File: src/iao_consts.svh
// constants for the increment / inclusive-or execution slice
// assumes a 32-bit avalon-mm slave with byte addresses
// What this block does
// - increment file, destination chosen by direction bit
// - increment-skip: zero result annuls next instruction
// - increment-skip never touches the zero flag
// - or literal into accumulator, zero flag updated
// - or accumulator with file, direction picks destination
`ifndef IAO_CONSTS_SVH
`define IAO_CONSTS_SVH

// =====================================================================
// register byte offsets
`define IAO_OFS_INSTR      5'h00
`define IAO_OFS_ACC        5'h04
`define IAO_OFS_STATUS     5'h08
`define IAO_OFS_FILE_ADDR  5'h0c
`define IAO_OFS_FILE_DATA  5'h10

// =====================================================================
// instruction word field positions
`define IAO_INSTR_OPER_LSB 0
`define IAO_INSTR_OPER_MSB 7
`define IAO_INSTR_DIR_BIT  8
`define IAO_INSTR_OP_LSB   9
`define IAO_INSTR_OP_MSB   10
`define IAO_INSTR_WIDTH    11

// status field positions
`define IAO_STAT_ZERO_BIT  0
`define IAO_STAT_SKIP_BIT  1

// =====================================================================
// reset values and timing
`define IAO_RST_ACC        8'h00
`define IAO_RST_INSTR      11'h000
`define IAO_RST_FILE       8'h00
`define IAO_CYC_DIV        4

`endif

File: src/iao_pkg.sv
// types shared by the execution slice
// assumes iao_consts.svh for all numbers
package iao_pkg;

    // =================================================================
    // operation select of the instruction word
    typedef enum logic [1:0] {
        IAO_OP_INCREMENT_FILE           = 2'b00,
        IAO_OP_INCREMENT_FILE_SKIP_ZERO = 2'b01,
        IAO_OP_OR_LITERAL_INTO_ACC      = 2'b10,
        IAO_OP_OR_ACC_WITH_FILE         = 2'b11
    } iao_op_t;

    // bus slave sequencing
    typedef enum logic [1:0] {
        IAO_ST_IDLE = 2'b00,
        IAO_ST_BUSY = 2'b01,
        IAO_ST_ACK  = 2'b10
    } iao_state_t;

endpackage

File: src/iao_exec.sv
// execution slice with avalon-mm register access
// assumes one clock, synchronous active-high reset, master per avalon spec
`timescale 1ns/100ps
`include "iao_consts.svh"
module iao_exec
    import iao_pkg::*;
#(
    parameter int FILE_AW = 7,                  // file address width
    parameter int CYC_DIV = `IAO_CYC_DIV        // clocks per instruction cycle
) (
    input  wire logic        clk_in,            // 100 mhz clock
    input  wire logic        sys_rst_in,        // synchronous reset, high
    input  wire logic [4:0]  avs_address_in,    // byte address
    input  wire logic        avs_read_in,       // read request
    input  wire logic        avs_write_in,      // write request
    input  wire logic [31:0] avs_writedata_in,  // write data
    input  wire logic [3:0]  avs_byteenable_in, // byte lanes
    output logic      [31:0] avs_readdata_out,  // read data
    output logic             avs_waitrequest_out, // stall
    output logic      [7:0]  acc_out,           // accumulator
    output logic             zero_out           // zero flag
);

    // =================================================================
    // state
    localparam int DEPTH = 1 << FILE_AW;
    localparam int DW    = $clog2(CYC_DIV + 1);

    iao_state_t                   state_r;          // bus sequencing
    logic [4:0]                   req_addr_r;       // latched address
    logic                         req_write_r;      // latched direction
    logic [31:0]                  req_wdata_r;      // latched masked data
    logic [7:0]                   acc_r;            // accumulator
    logic                         zero_r;           // zero flag
    logic                         skip_r;           // next instruction annulled
    logic [`IAO_INSTR_WIDTH-1:0]  instr_r;          // last instruction taken
    logic [FILE_AW-1:0]           faddr_r;          // software file pointer
    logic [7:0]                   file_r [DEPTH];   // file registers
    logic [DW-1:0]                div_r;            // instruction cycle divider
    logic                         tick_r;           // instruction cycle enable
    logic [31:0]                  rdata_r;          // read data
    logic                         wait_r;           // waitrequest

    // =================================================================
    // decode of the latched request
    wire [31:0] lane_mask = {{8{avs_byteenable_in[3]}}, {8{avs_byteenable_in[2]}},
                             {8{avs_byteenable_in[1]}}, {8{avs_byteenable_in[0]}}};
    wire        in_busy   = (state_r == IAO_ST_BUSY);
    wire        hit_instr = (req_addr_r == `IAO_OFS_INSTR);
    wire        hit_acc   = (req_addr_r == `IAO_OFS_ACC);
    wire        hit_stat  = (req_addr_r == `IAO_OFS_STATUS);
    wire        hit_faddr = (req_addr_r == `IAO_OFS_FILE_ADDR);
    wire        hit_fdata = (req_addr_r == `IAO_OFS_FILE_DATA);
    wire        instr_wr  = req_write_r & hit_instr;
    // instruction writes wait for the cycle enable, others finish at once
    wire        finish    = in_busy & (~instr_wr | tick_r);
    wire        sw_wr     = finish & req_write_r;
    wire        exec_go   = sw_wr & hit_instr;
    wire        annul     = exec_go & skip_r;           // no-operation slot
    wire        exec_run  = exec_go & ~skip_r;

    // instruction fields
    wire [7:0]          oper   = req_wdata_r[`IAO_INSTR_OPER_MSB:`IAO_INSTR_OPER_LSB];
    wire                dir    = req_wdata_r[`IAO_INSTR_DIR_BIT];
    wire iao_op_t       op     = iao_op_t'(req_wdata_r[`IAO_INSTR_OP_MSB:`IAO_INSTR_OP_LSB]);
    wire [FILE_AW-1:0]  f_idx  = oper[FILE_AW-1:0];
    wire [7:0]          f_val  = file_r[f_idx];

    // =================================================================
    // result path
    wire [7:0] alu_res;
    wire       alu_wacc;
    wire       alu_wfile;
    wire       alu_zupd;
    wire       alu_skip;

    iao_alu #(
        .W            (8)
    ) u_alu (
        .op_in        (op),
        .dir_in       (dir),
        .acc_in       (acc_r),
        .file_in      (f_val),
        .lit_in       (oper),
        .result_out   (alu_res),
        .wr_acc_out   (alu_wacc),
        .wr_file_out  (alu_wfile),
        .upd_zero_out (alu_zupd),
        .skip_out     (alu_skip)
    );

    wire alu_zero = (alu_res == 8'h00);

    // read data select, unmapped reads as zero
    wire [31:0] rd_mux = hit_instr ? {21'h000000, instr_r} :
                         hit_acc   ? {24'h000000, acc_r} :
                         hit_stat  ? {30'h00000000, skip_r, zero_r} :
                         hit_faddr ? {{(32-FILE_AW){1'b0}}, faddr_r} :
                         hit_fdata ? {24'h000000, file_r[faddr_r]} : 32'h00000000;

    // =================================================================
    // instruction cycle divider
    always_ff @(posedge clk_in) begin
        if (sys_rst_in) begin
            div_r  <= '0;
            tick_r <= 1'b0;
        end else if (div_r == DW'(CYC_DIV - 1)) begin   // wrap and pulse
            div_r  <= '0;
            tick_r <= 1'b1;
        end else begin
            div_r  <= div_r + DW'(1);
            tick_r <= 1'b0;
        end
    end

    // =================================================================
    // avalon slave sequencing
    always_ff @(posedge clk_in) begin
        if (sys_rst_in) begin
            state_r     <= IAO_ST_IDLE;
            req_addr_r  <= 5'h00;
            req_write_r <= 1'b0;
            req_wdata_r <= 32'h00000000;
            rdata_r     <= 32'h00000000;
            wait_r      <= 1'b1;
        end else begin
            case (state_r)
                IAO_ST_IDLE: begin                      // take a request
                    wait_r <= 1'b1;
                    if (avs_read_in | avs_write_in) begin
                        req_addr_r  <= {avs_address_in[4:2], 2'b00};
                        req_write_r <= avs_write_in;
                        req_wdata_r <= avs_writedata_in & lane_mask;
                        state_r     <= IAO_ST_BUSY;
                    end
                end
                IAO_ST_BUSY: begin                      // perform, then answer
                    if (finish) begin
                        rdata_r <= req_write_r ? 32'h00000000 : rd_mux;
                        wait_r  <= 1'b0;
                        state_r <= IAO_ST_ACK;
                    end
                end
                IAO_ST_ACK: begin                       // one cycle of answer
                    wait_r  <= 1'b1;
                    state_r <= IAO_ST_IDLE;
                end
                default: begin
                    wait_r  <= 1'b1;
                    state_r <= IAO_ST_IDLE;
                end
            endcase
        end
    end

    // =================================================================
    // accumulator, flags and instruction capture
    always_ff @(posedge clk_in) begin
        if (sys_rst_in) begin
            acc_r   <= `IAO_RST_ACC;
            zero_r  <= 1'b0;
            skip_r  <= 1'b0;
            instr_r <= `IAO_RST_INSTR;
            faddr_r <= '0;
        end else begin
            if (exec_go) begin                          // annulled slot still recorded
                instr_r <= req_wdata_r[`IAO_INSTR_WIDTH-1:0];
            end
            if (annul) begin                            // no-operation replaces it
                skip_r <= 1'b0;
            end else if (exec_run) begin
                skip_r <= alu_skip;
                if (alu_wacc) begin
                    acc_r <= alu_res;
                end
                if (alu_zupd) begin
                    zero_r <= alu_zero;
                end
            end else if (sw_wr & hit_acc) begin         // software load
                acc_r <= req_wdata_r[7:0];
            end else if (sw_wr & hit_stat) begin        // zero flag writable
                zero_r <= req_wdata_r[`IAO_STAT_ZERO_BIT];
            end
            if (sw_wr & hit_faddr) begin
                faddr_r <= req_wdata_r[FILE_AW-1:0];
            end
        end
    end

    // =================================================================
    // file registers
    always_ff @(posedge clk_in) begin
        if (sys_rst_in) begin
            for (int i = 0; i < DEPTH; i++) begin
                file_r[i] <= `IAO_RST_FILE;
            end
        end else if (exec_run & alu_wfile) begin        // write back
            file_r[f_idx] <= alu_res;
        end else if (sw_wr & hit_fdata) begin           // software store
            file_r[faddr_r] <= req_wdata_r[7:0];
        end
    end

    // outputs straight from flip-flops
    assign avs_readdata_out    = rdata_r;
    assign avs_waitrequest_out = wait_r;
    assign acc_out             = acc_r;
    assign zero_out            = zero_r;

    // =================================================================
    // checks
    wire is_inc   = exec_run & (op == IAO_OP_INCREMENT_FILE);
    wire is_incsz = exec_run & (op == IAO_OP_INCREMENT_FILE_SKIP_ZERO);
    wire is_orl   = exec_run & (op == IAO_OP_OR_LITERAL_INTO_ACC);
    wire is_orf   = exec_run & (op == IAO_OP_OR_ACC_WITH_FILE);
    wire [7:0] inc_chk = f_val + 8'h01;
    wire [7:0] orf_chk = acc_r | f_val;
    wire [7:0] orl_chk = acc_r | oper;

    a_inc_to_acc: assert property (@(posedge clk_in) disable iff (sys_rst_in)
        is_inc & ~dir |=> acc_r == $past(inc_chk))
        else $error("increment to accumulator wrong");
    a_inc_to_file: assert property (@(posedge clk_in) disable iff (sys_rst_in)
        is_inc & dir |=> (file_r[f_idx] == $past(inc_chk)) && $stable(acc_r))
        else $error("increment to file wrong");
    a_skip_arms: assert property (@(posedge clk_in) disable iff (sys_rst_in)
        is_incsz |=> skip_r == ($past(inc_chk) == 8'h00))
        else $error("skip flag not tied to zero result");
    a_skip_annuls: assert property (@(posedge clk_in) disable iff (sys_rst_in)
        annul |=> $stable(acc_r) && $stable(zero_r) && !skip_r)
        else $error("annulled slot changed state");
    a_skip_flags: assert property (@(posedge clk_in) disable iff (sys_rst_in)
        is_incsz |=> $stable(zero_r))
        else $error("skip form changed zero flag");
    a_orl_result: assert property (@(posedge clk_in) disable iff (sys_rst_in)
        is_orl |=> acc_r == $past(orl_chk) && zero_r == ($past(orl_chk) == 8'h00))
        else $error("or literal result wrong");
    a_orf_to_file: assert property (@(posedge clk_in) disable iff (sys_rst_in)
        is_orf & dir |=> file_r[f_idx] == $past(orf_chk) && $stable(acc_r))
        else $error("or to file wrong");
    a_orf_to_acc: assert property (@(posedge clk_in) disable iff (sys_rst_in)
        is_orf & ~dir |=> acc_r == $past(orf_chk))
        else $error("or to accumulator wrong");
    a_zero_flag: assert property (@(posedge clk_in) disable iff (sys_rst_in)
        (is_inc | is_orf) |=> zero_r == ($past(is_inc ? inc_chk : orf_chk) == 8'h00))
        else $error("zero flag mismatch");

endmodule // iao_exec

File: src/iao_alu.sv
// combinational result path of the four operations
// assumes operands are stable for the whole evaluation cycle
`timescale 1ns/100ps
module iao_alu
    import iao_pkg::*;
#(
    parameter int W = 8                         // data width
) (
    input  wire iao_op_t      op_in,            // operation select
    input  wire logic         dir_in,           // 0 accumulator, 1 file
    input  wire logic [W-1:0] acc_in,           // accumulator value
    input  wire logic [W-1:0] file_in,          // addressed file value
    input  wire logic [W-1:0] lit_in,           // immediate literal
    output logic      [W-1:0] result_out,       // operation result
    output logic              wr_acc_out,       // result goes to accumulator
    output logic              wr_file_out,      // result goes to file
    output logic              upd_zero_out,     // zero flag is affected
    output logic              skip_out          // annul next instruction
);

    // =================================================================
    // operation decode
    wire is_inc   = (op_in == IAO_OP_INCREMENT_FILE);
    wire is_incsz = (op_in == IAO_OP_INCREMENT_FILE_SKIP_ZERO);
    wire is_orl   = (op_in == IAO_OP_OR_LITERAL_INTO_ACC);
    wire is_orf   = (op_in == IAO_OP_OR_ACC_WITH_FILE);

    wire [W-1:0] inc_val = file_in + W'(1);       // wraps at all ones
    wire [W-1:0] orl_val = acc_in | lit_in;
    wire [W-1:0] orf_val = acc_in | file_in;

    // result select
    assign result_out   = (is_inc | is_incsz) ? inc_val : (is_orl ? orl_val : orf_val);
    // literal form always lands in accumulator
    assign wr_acc_out   = is_orl | ~dir_in;
    assign wr_file_out  = (is_inc | is_incsz | is_orf) & dir_in;
    // skip form leaves the zero flag alone
    assign upd_zero_out = ~is_incsz;
    assign skip_out     = is_incsz & (inc_val == '0);

endmodule // iao_alu

File: config.mk
export PLATFORM = sky130hd
export DESIGN_NAME = iao_exec
export DESIGN_NICKNAME = d
export VERILOG_FILES = /design/src/iao_pkg.sv /design/src/iao_exec.sv /design/src/iao_alu.sv
export VERILOG_INCLUDE_DIRS = /design/src
export SDC_FILE = /design/constraint.sdc
export NUM_CORES = 2
export LEC_CHECK = 0
export BUFFER_PORTS_ARGS = -buffer_cell sky130_fd_sc_hd__buf_2
export CAP_MARGIN = 25
export CORE_ASPECT_RATIO = 0.7
export CORE_MARGIN = 4
export CORE_UTILIZATION = 58
export CTS_CLUSTER_DIAMETER = 150
export CTS_CLUSTER_SIZE = 24
export DETAILED_ROUTE_END_ITERATION = 16
export HOLD_SLACK_MARGIN = 0.15
export MAX_ROUTING_LAYER = met4
export PLACE_DENSITY = 0.77
export SKIP_CTS_REPAIR_TIMING = 1
export SYNTH_ARGS = -nofsm -noshare
export SYNTH_HDL_FRONTEND = slang
export SYNTH_SLANG_ARGS = --single-unit
File: constraint.sdc
create_clock -name clk_in -period 4.35 [get_ports clk_in]
set_clock_uncertainty 0.15 [all_clocks]
set_input_delay 0.2175 -clock clk_in [delete_from_list [all_inputs] [get_ports clk_in]]
set_output_delay 0.2175 -clock clk_in [all_outputs]
set_load 0.02 [all_outputs]
### Word level (Yosys, flattened, before mapping)

Memory sizes are Yosys's and may differ from the RTL's. A register that Yosys moved wholly into a read port is not among the register bits.
Cells that the tools add are included.

| word-level totals | value |
|---|---|
| bits in registers | 82 |
| memory bits (writable) | 1024 |
| output and inout bits | 42 |
| word-level logic and storage cells | 111 |
| memories kept | 1 |

| operators by class | value |
|---|---|
| add/sub/neg operators | 2 |
| equal/unequal tests | 14 |
| muxes and demuxes | 38 |
| bitwise logic cells | 26 |
| reductions and logical operators | 17 |

Memories:

| name | depth | bits a word | read ports | clocked after Yosys merged registers in | wr ports | line | source |
|---|---|---|---|---|---|---|---|
| file_r | 128 | 8 | 2 | 2 | 128 | iao_exec.sv:38 | `logic [7:0] file_r [DEPTH];` |

Operators by type and width:

| cell | count |
|---|---|
| 8-bit 2-to-1 mux | 11 |
| 7-bit 2-to-1 mux | 6 |
| 11-bit 2-to-1 mux | 2 |
| 8-bit logical NOT | 2 |
| 1-bit 2-to-1 mux | 16 |
| 8-bit OR | 2 |
| 8-bit OR reduction | 2 |
| 1-bit AND | 13 |
| 11-bit AND | 1 |
| 3-bit by 2-bit == test with 1-bit output (second input constant) | 3 |
| 8-bit by 1-bit adder with 8-bit output (second input constant) | 1 |
| 2-bit inequality test (second input constant) | 3 |
| 2-bit AND reduction | 3 |
| 2-bit OR reduction | 3 |
| 5-bit logical NOT | 1 |
| 1-bit inverter | 5 |
| 1-bit OR | 5 |
| 2-bit by 1-bit == test with 1-bit output (second input constant) | 2 |
| 2-bit == test (second input constant) | 2 |
| 2-bit logical NOT | 2 |
| 2-bit 2-to-1 mux | 2 |
| 2-bit by 1-bit inequality test with 1-bit output (second input constant) | 2 |
| 2-bit case mux with 2 select lines | 1 |
| 4-bit AND reduction | 1 |
| 5 further kinds | 6 |

### Depth between registers and ports, before layout

| logic depth | value |
|---|---|
| word-level depth | 15 |
| mapped depth | 21 |
| mapped depth without buffers | 13 |

### Cells and area by module

From an unflattened synthesis, not the netlist that was laid out.

| unflattened totals | value |
|---|---|
| cell total of the unflattened synthesis | 4243 |
| area, all modules | 58138.3 µm² |

By module, submodules not included:

| module | instances | cells each | area an instance (µm²) | sequential area each (µm²) |
|---|---|---|---|---|
| iao_exec | 1 | 4190 | 57764.2 | 32250.9 |
| iao_alu | 1 | 53 | 374.1 | 0.0 |

### Worst setup path before layout

Ideal clock, no wire load.

| path | value |
|---|---|
| kind | reg-to-reg |
| start | register with a tool-made name |
| end | memory file_r[100][4], data pin |
| arrival | 3.863 ns |
| data required time | 3.939 ns |
| setup slack | 0.076 ns |
| cell stages (with the launch flop) | 19 |
| path buffers | 6 |
| clock period less this slack | 4.274 ns |
| path through | dfxtp_1 > buf_2 > buf_6 > buf_6 > buf_2 > mux4_2 > mux4_2 > mux4_2 > nand2_1 > nand2_1 > ha_1 > inv_1 > a211oi_1 > xor2_1 > o21ai_0 > mux2i_1 > buf_2 > buf_2 > nor2_1 |

RTL lines:

| what | line |
|---|---|
| end, declared | iao_exec.sv:38 |

==> summary.md <==
| Metric | Value |
|---|---|
| Status | `finished with violations` |
| Failing checks | `negative setup slack` |
| Worst path arrival time | `4.93 ns` |
| Combinational share of power | `20.6%` |
| Top Usage Layer GRT | `met1` |
| Post-synth top flop | `edfxtp_1` |
| Post-DR vias/cell | `7.08` |
| Clk buf depth | `3` |
| Fmax | `0.214 GHz` |
| Placed Instances | `5401` |
| Worst Tran Pin Value | `1.06 ns` |
| Nets@finish | `4282` |
| TritonCTS clock tree | `yes` |
| Met2 Usage GRT | `48.1%` |
| Clk_lat worst skew | `0.69 ns` |
| HPWL Detailed | `131000 um` |
| Root buffer cell | `clkbuf_16` |
| Layout cells sized above 1 | `29.5%` |
| H-Tree Depth | `2` |
| Cell family with most CP delay | `multiplexers` |
| Total track usage | `35.4%` |
| Switch share | `28.5%` |
| Synth Area per Inst | `14.2 um2` |
| Post-synth EDFFs | `1024` |
| Synth warn | `0` |
| DRC | `0` |
| Clock Power Share | `25.3%` |
| Buf/Inv on CP | `8` |
| Initial core utilization | `59.0%` |
| Slowest-stage cell, CP | `mux4_2` |
| Setup violations, final | `1012` |
| P per Cell Area | `349 mW/mm2` |
| ANT nets after route | `0` |
| Number of synthesized register bits | `1099` |
| TritonCTS Sinks | `1099` |
| Clock buffer count from CTS | `51` |
| Area of the multi-input gates | `0.0232 mm2` |
| CP endpoint | `file_r[125][5]` |
| Drt pass-1 iters | `8` |
| First-pass GRT wire length | `259000 um` |
| FILL cells | `6694` |
| Rows | `95` |
| Non-Filler Instances | `5588` |
| DIE WIDTH | `383 um` |
| Leakage Power | `21.3 nW` |
| Final max-slew violation count | `0` |
| Worst hold margin | `0.183 ns` |
| RR Endpoint | `file_r[125][5]` |
| Largest net degree at the start of global routing | `191` |
| Period utilization | `107%` |
| Flip-flop and latch area | `0.0323 mm2` |
| Via count | `39600` |
| DRT Wirelength | `186000 um` |
| GR Layer Usage met3 | `12.7%` |
| Die area | `0.104 mm2` |
| CP max FO | `8` |
| Final hold vios | `0` |
| Switch Pwr | `6.39 mW` |
| Final setup margin | `-0.325 ns` |
| RSZ-0062 raised after global routing | `true` |
| Internal | `16.0 mW` |
| Die height | `270 um` |
| Per-cell routed wire length | `33.2 um` |
| Post-Syn Instances | `4008` |
| Slew margin rel. | `28.5%` |
| CP Depth | `17` |
| Max Cap Viol | `0` |
| IO Port Bufs | `40` |
| CP Data Required Time | `4.60 ns` |
| Vias in the first global route | `36600` |
| 1st-iter DRT viols | `7628` |
| Fraction of the yosys area taken by sequential cells | `56.5%` |
| Post-synth cell types | `68` |
| Area delta synth->final | `12.5%` |
| Setup_tns | `-187.84 ns` |
| CP endpoint kind | `register` |
| Post-Synthesis Cell Area | `0.0571 mm2` |
| Critical path class | `register to register` |
| Overflow after GRT | `0` |
| Peak VDD IR | `370 uV` |
| Clk slew on worst S/H paths | `0.10 ns` |
| Tmin final | `4.67 ns` |
| Grt met1 use | `51.4%` |
| Critical Path Max Stage Delay | `0.60 ns` |
| R2r setup slk | `-0.32 ns` |
| FFs w/ async S/R, synth | `0%` |
| IO Pins | `87` |
| Core ar. | `0.0968 mm2` |
| Crit-path cells | `buf_12, buf_16, buf_12, mux4_2, mux4_2, mux4_2, mux2i_4, buf_6, buf_6, nor2_4, a31oi_1, a211oi_2, mux2i_4, buf_12, buf_16, clkbuf_16, nor2_1` |
| Hold wc startpoint | `sys_rst_in` |
| Worst R2R Path Depth | `17` |
| Initial antenna violation count | `14` |
| GPL Wtd Cong | `1.06` |
| HP Class | `input pin to register` |
| Pwr Total | `22.4 mW` |
| Seq pwr share | `54.1%` |
| Startpoint types | `register` |
==> worst reg2reg max path, cell delays in order, from the launching register on <==
cell	delay, ns
dfxtp_4	0.41
buf_12	0.18
buf_16	0.18
buf_12	0.14
mux4_2	0.56
mux4_2	0.60
mux4_2	0.57
mux2i_4	0.28
buf_6	0.14
buf_6	0.09
nor2_4	0.03
a31oi_1	0.15
a211oi_2	0.08
mux2i_4	0.19
buf_12	0.18
buf_16	0.22
clkbuf_16	0.21
nor2_1	0.04
==> synth_stat cells, types with 4 or more instances <==
library cell	instances	area, um2
a211oi_1	10	75.1
a21oi_1	65	325
a22oi_1	59	443
a31oi_1	4	25.0
and2_1	14	87.6
buf_1	49	184
buf_2	87	435
buf_4	59	443
buf_6	37	417
clkbuf_1	128	480
dfxtp_1	75	1500
edfxtp_1	1024	30700
inv_1	16	60.1
mux2_2	12	135
mux2i_1	123	1230
mux4_2	594	13400
nand2_1	220	826
nand2b_1	136	851
nand3_1	38	190
nand3b_1	6	45.0
nand4_1	4	25.0
nor2_1	1112	4170
nor2b_1	13	81.3
nor3_1	17	85.1
nor4_1	6	37.5
o21a_1	7	52.6
o21ai_0	19	95.1
o22ai_1	13	81.3
o31a_1	4	35.0
or3_1	5	31.3
==> metrics by stage <==
stage / util [%] / worst slack (ns) / cell area [um2]
floorplan: - / 0.0757 / 57200
global placement: 63.0 / -0.369 / 61000
detailed placement: 63.0 / -0.408 / 61000
CTS: 64.5 / -0.417 / 62500
global route: 66.3 / -0.346 / 64200
finish: 66.3 / -0.325 / 64200
==> registers in the layout (all words and copies together) (netlist names), named ones only <==
signal / count
tick_r: 1
faddr_r: 7
acc_out: 8
avs_readdata_out: 11
avs_waitrequest_out: 1
file_r: 1024
instr_r: 11
state_r: 2
req_wdata_r: 11
req_addr_r: 3
div_r: 3
zero_out: 1
req_write_r: 1
skip_r: 1
==> worst min-delay path by stage <==
stage	end	slack [ns]	depth (start not counted)
after global placement	div_r[0]	0.27	1
after detailed placement	div_r[0]	0.28	1
final	avs_waitrequest_out	0.18	4
after CTS	avs_waitrequest_out	-0.43	3
after global routing	avs_waitrequest_out	0.20	4
after floorplan	avs_waitrequest_out	0.17	2
==> cell families after synthesis <==
family	Yosys count	synth area share, %
other cells	1	0.00657
buf+inv	379	3.56
mux	732	25.9
compound gates	210	2.49
simple gates	1582	11.4
flops	1099	56.5
xor+xnor	2	0.0307
fa+ha+maj	3	0.0658
==> power groups by stage <==
stage                     clock (mW)  combinational, mW  sequential, mW
after CTS                       5.58               3.82            12.1
after global placement             0               3.76            12.3
after floorplan                    0               2.21            12.2
final                           5.65               4.62            12.1
after detailed placement           0               3.81            12.3
after global routing            6.01               4.69            12.1
==> layer usage <==
metal	wire length [um]	vias up	part of all wire, %
met5	0	-	0
met4	6680	0	3.6
met3	34900	417	19
met2	79100	3640	43
met1	65100	19900	35
li1	-	15600	-
==> layout by cell type, fill, tap and decap left out, drive strengths merged, types with 4 or more instances in the layout <==
cell	synthesis	routed
a211oi	12	12
a21oi	65	65
a22oi	59	59
a31oi	5	5
and2	14	14
buf	232	454
clkbuf	128	107
conb	1	21
dfxtp	75	75
diode	0	13
dlygate4sd3	0	36
edfxtp	1024	1024
inv	18	17
mux2	12	12
mux2i	126	126
mux4	594	594
nand2	220	220
nand2b	136	136
nand3	38	38
nand3b	6	6
nand4	4	4
nor2	1112	1112
nor2b	13	13
nor3	17	17
nor4	7	7
o21a	7	7
o21ai	20	20
o22ai	13	13
o31a	4	4
o31ai	5	5
or3	5	5
==> cell type report <==
class / count / area share [%]
clock inverters: 1 / 0.0117
multi-input cells: 2550 / 36.2
inverters: 19 / 0.113
well taps: 1309 / 2.55
repair buffers: 513 / 8.55
clock buffers: 84 / 2.25
flip-flops and latches: 1099 / 50.3
diodes: 13 / 0.0507
Note: power is estimated with default switching activity, not from simulation.
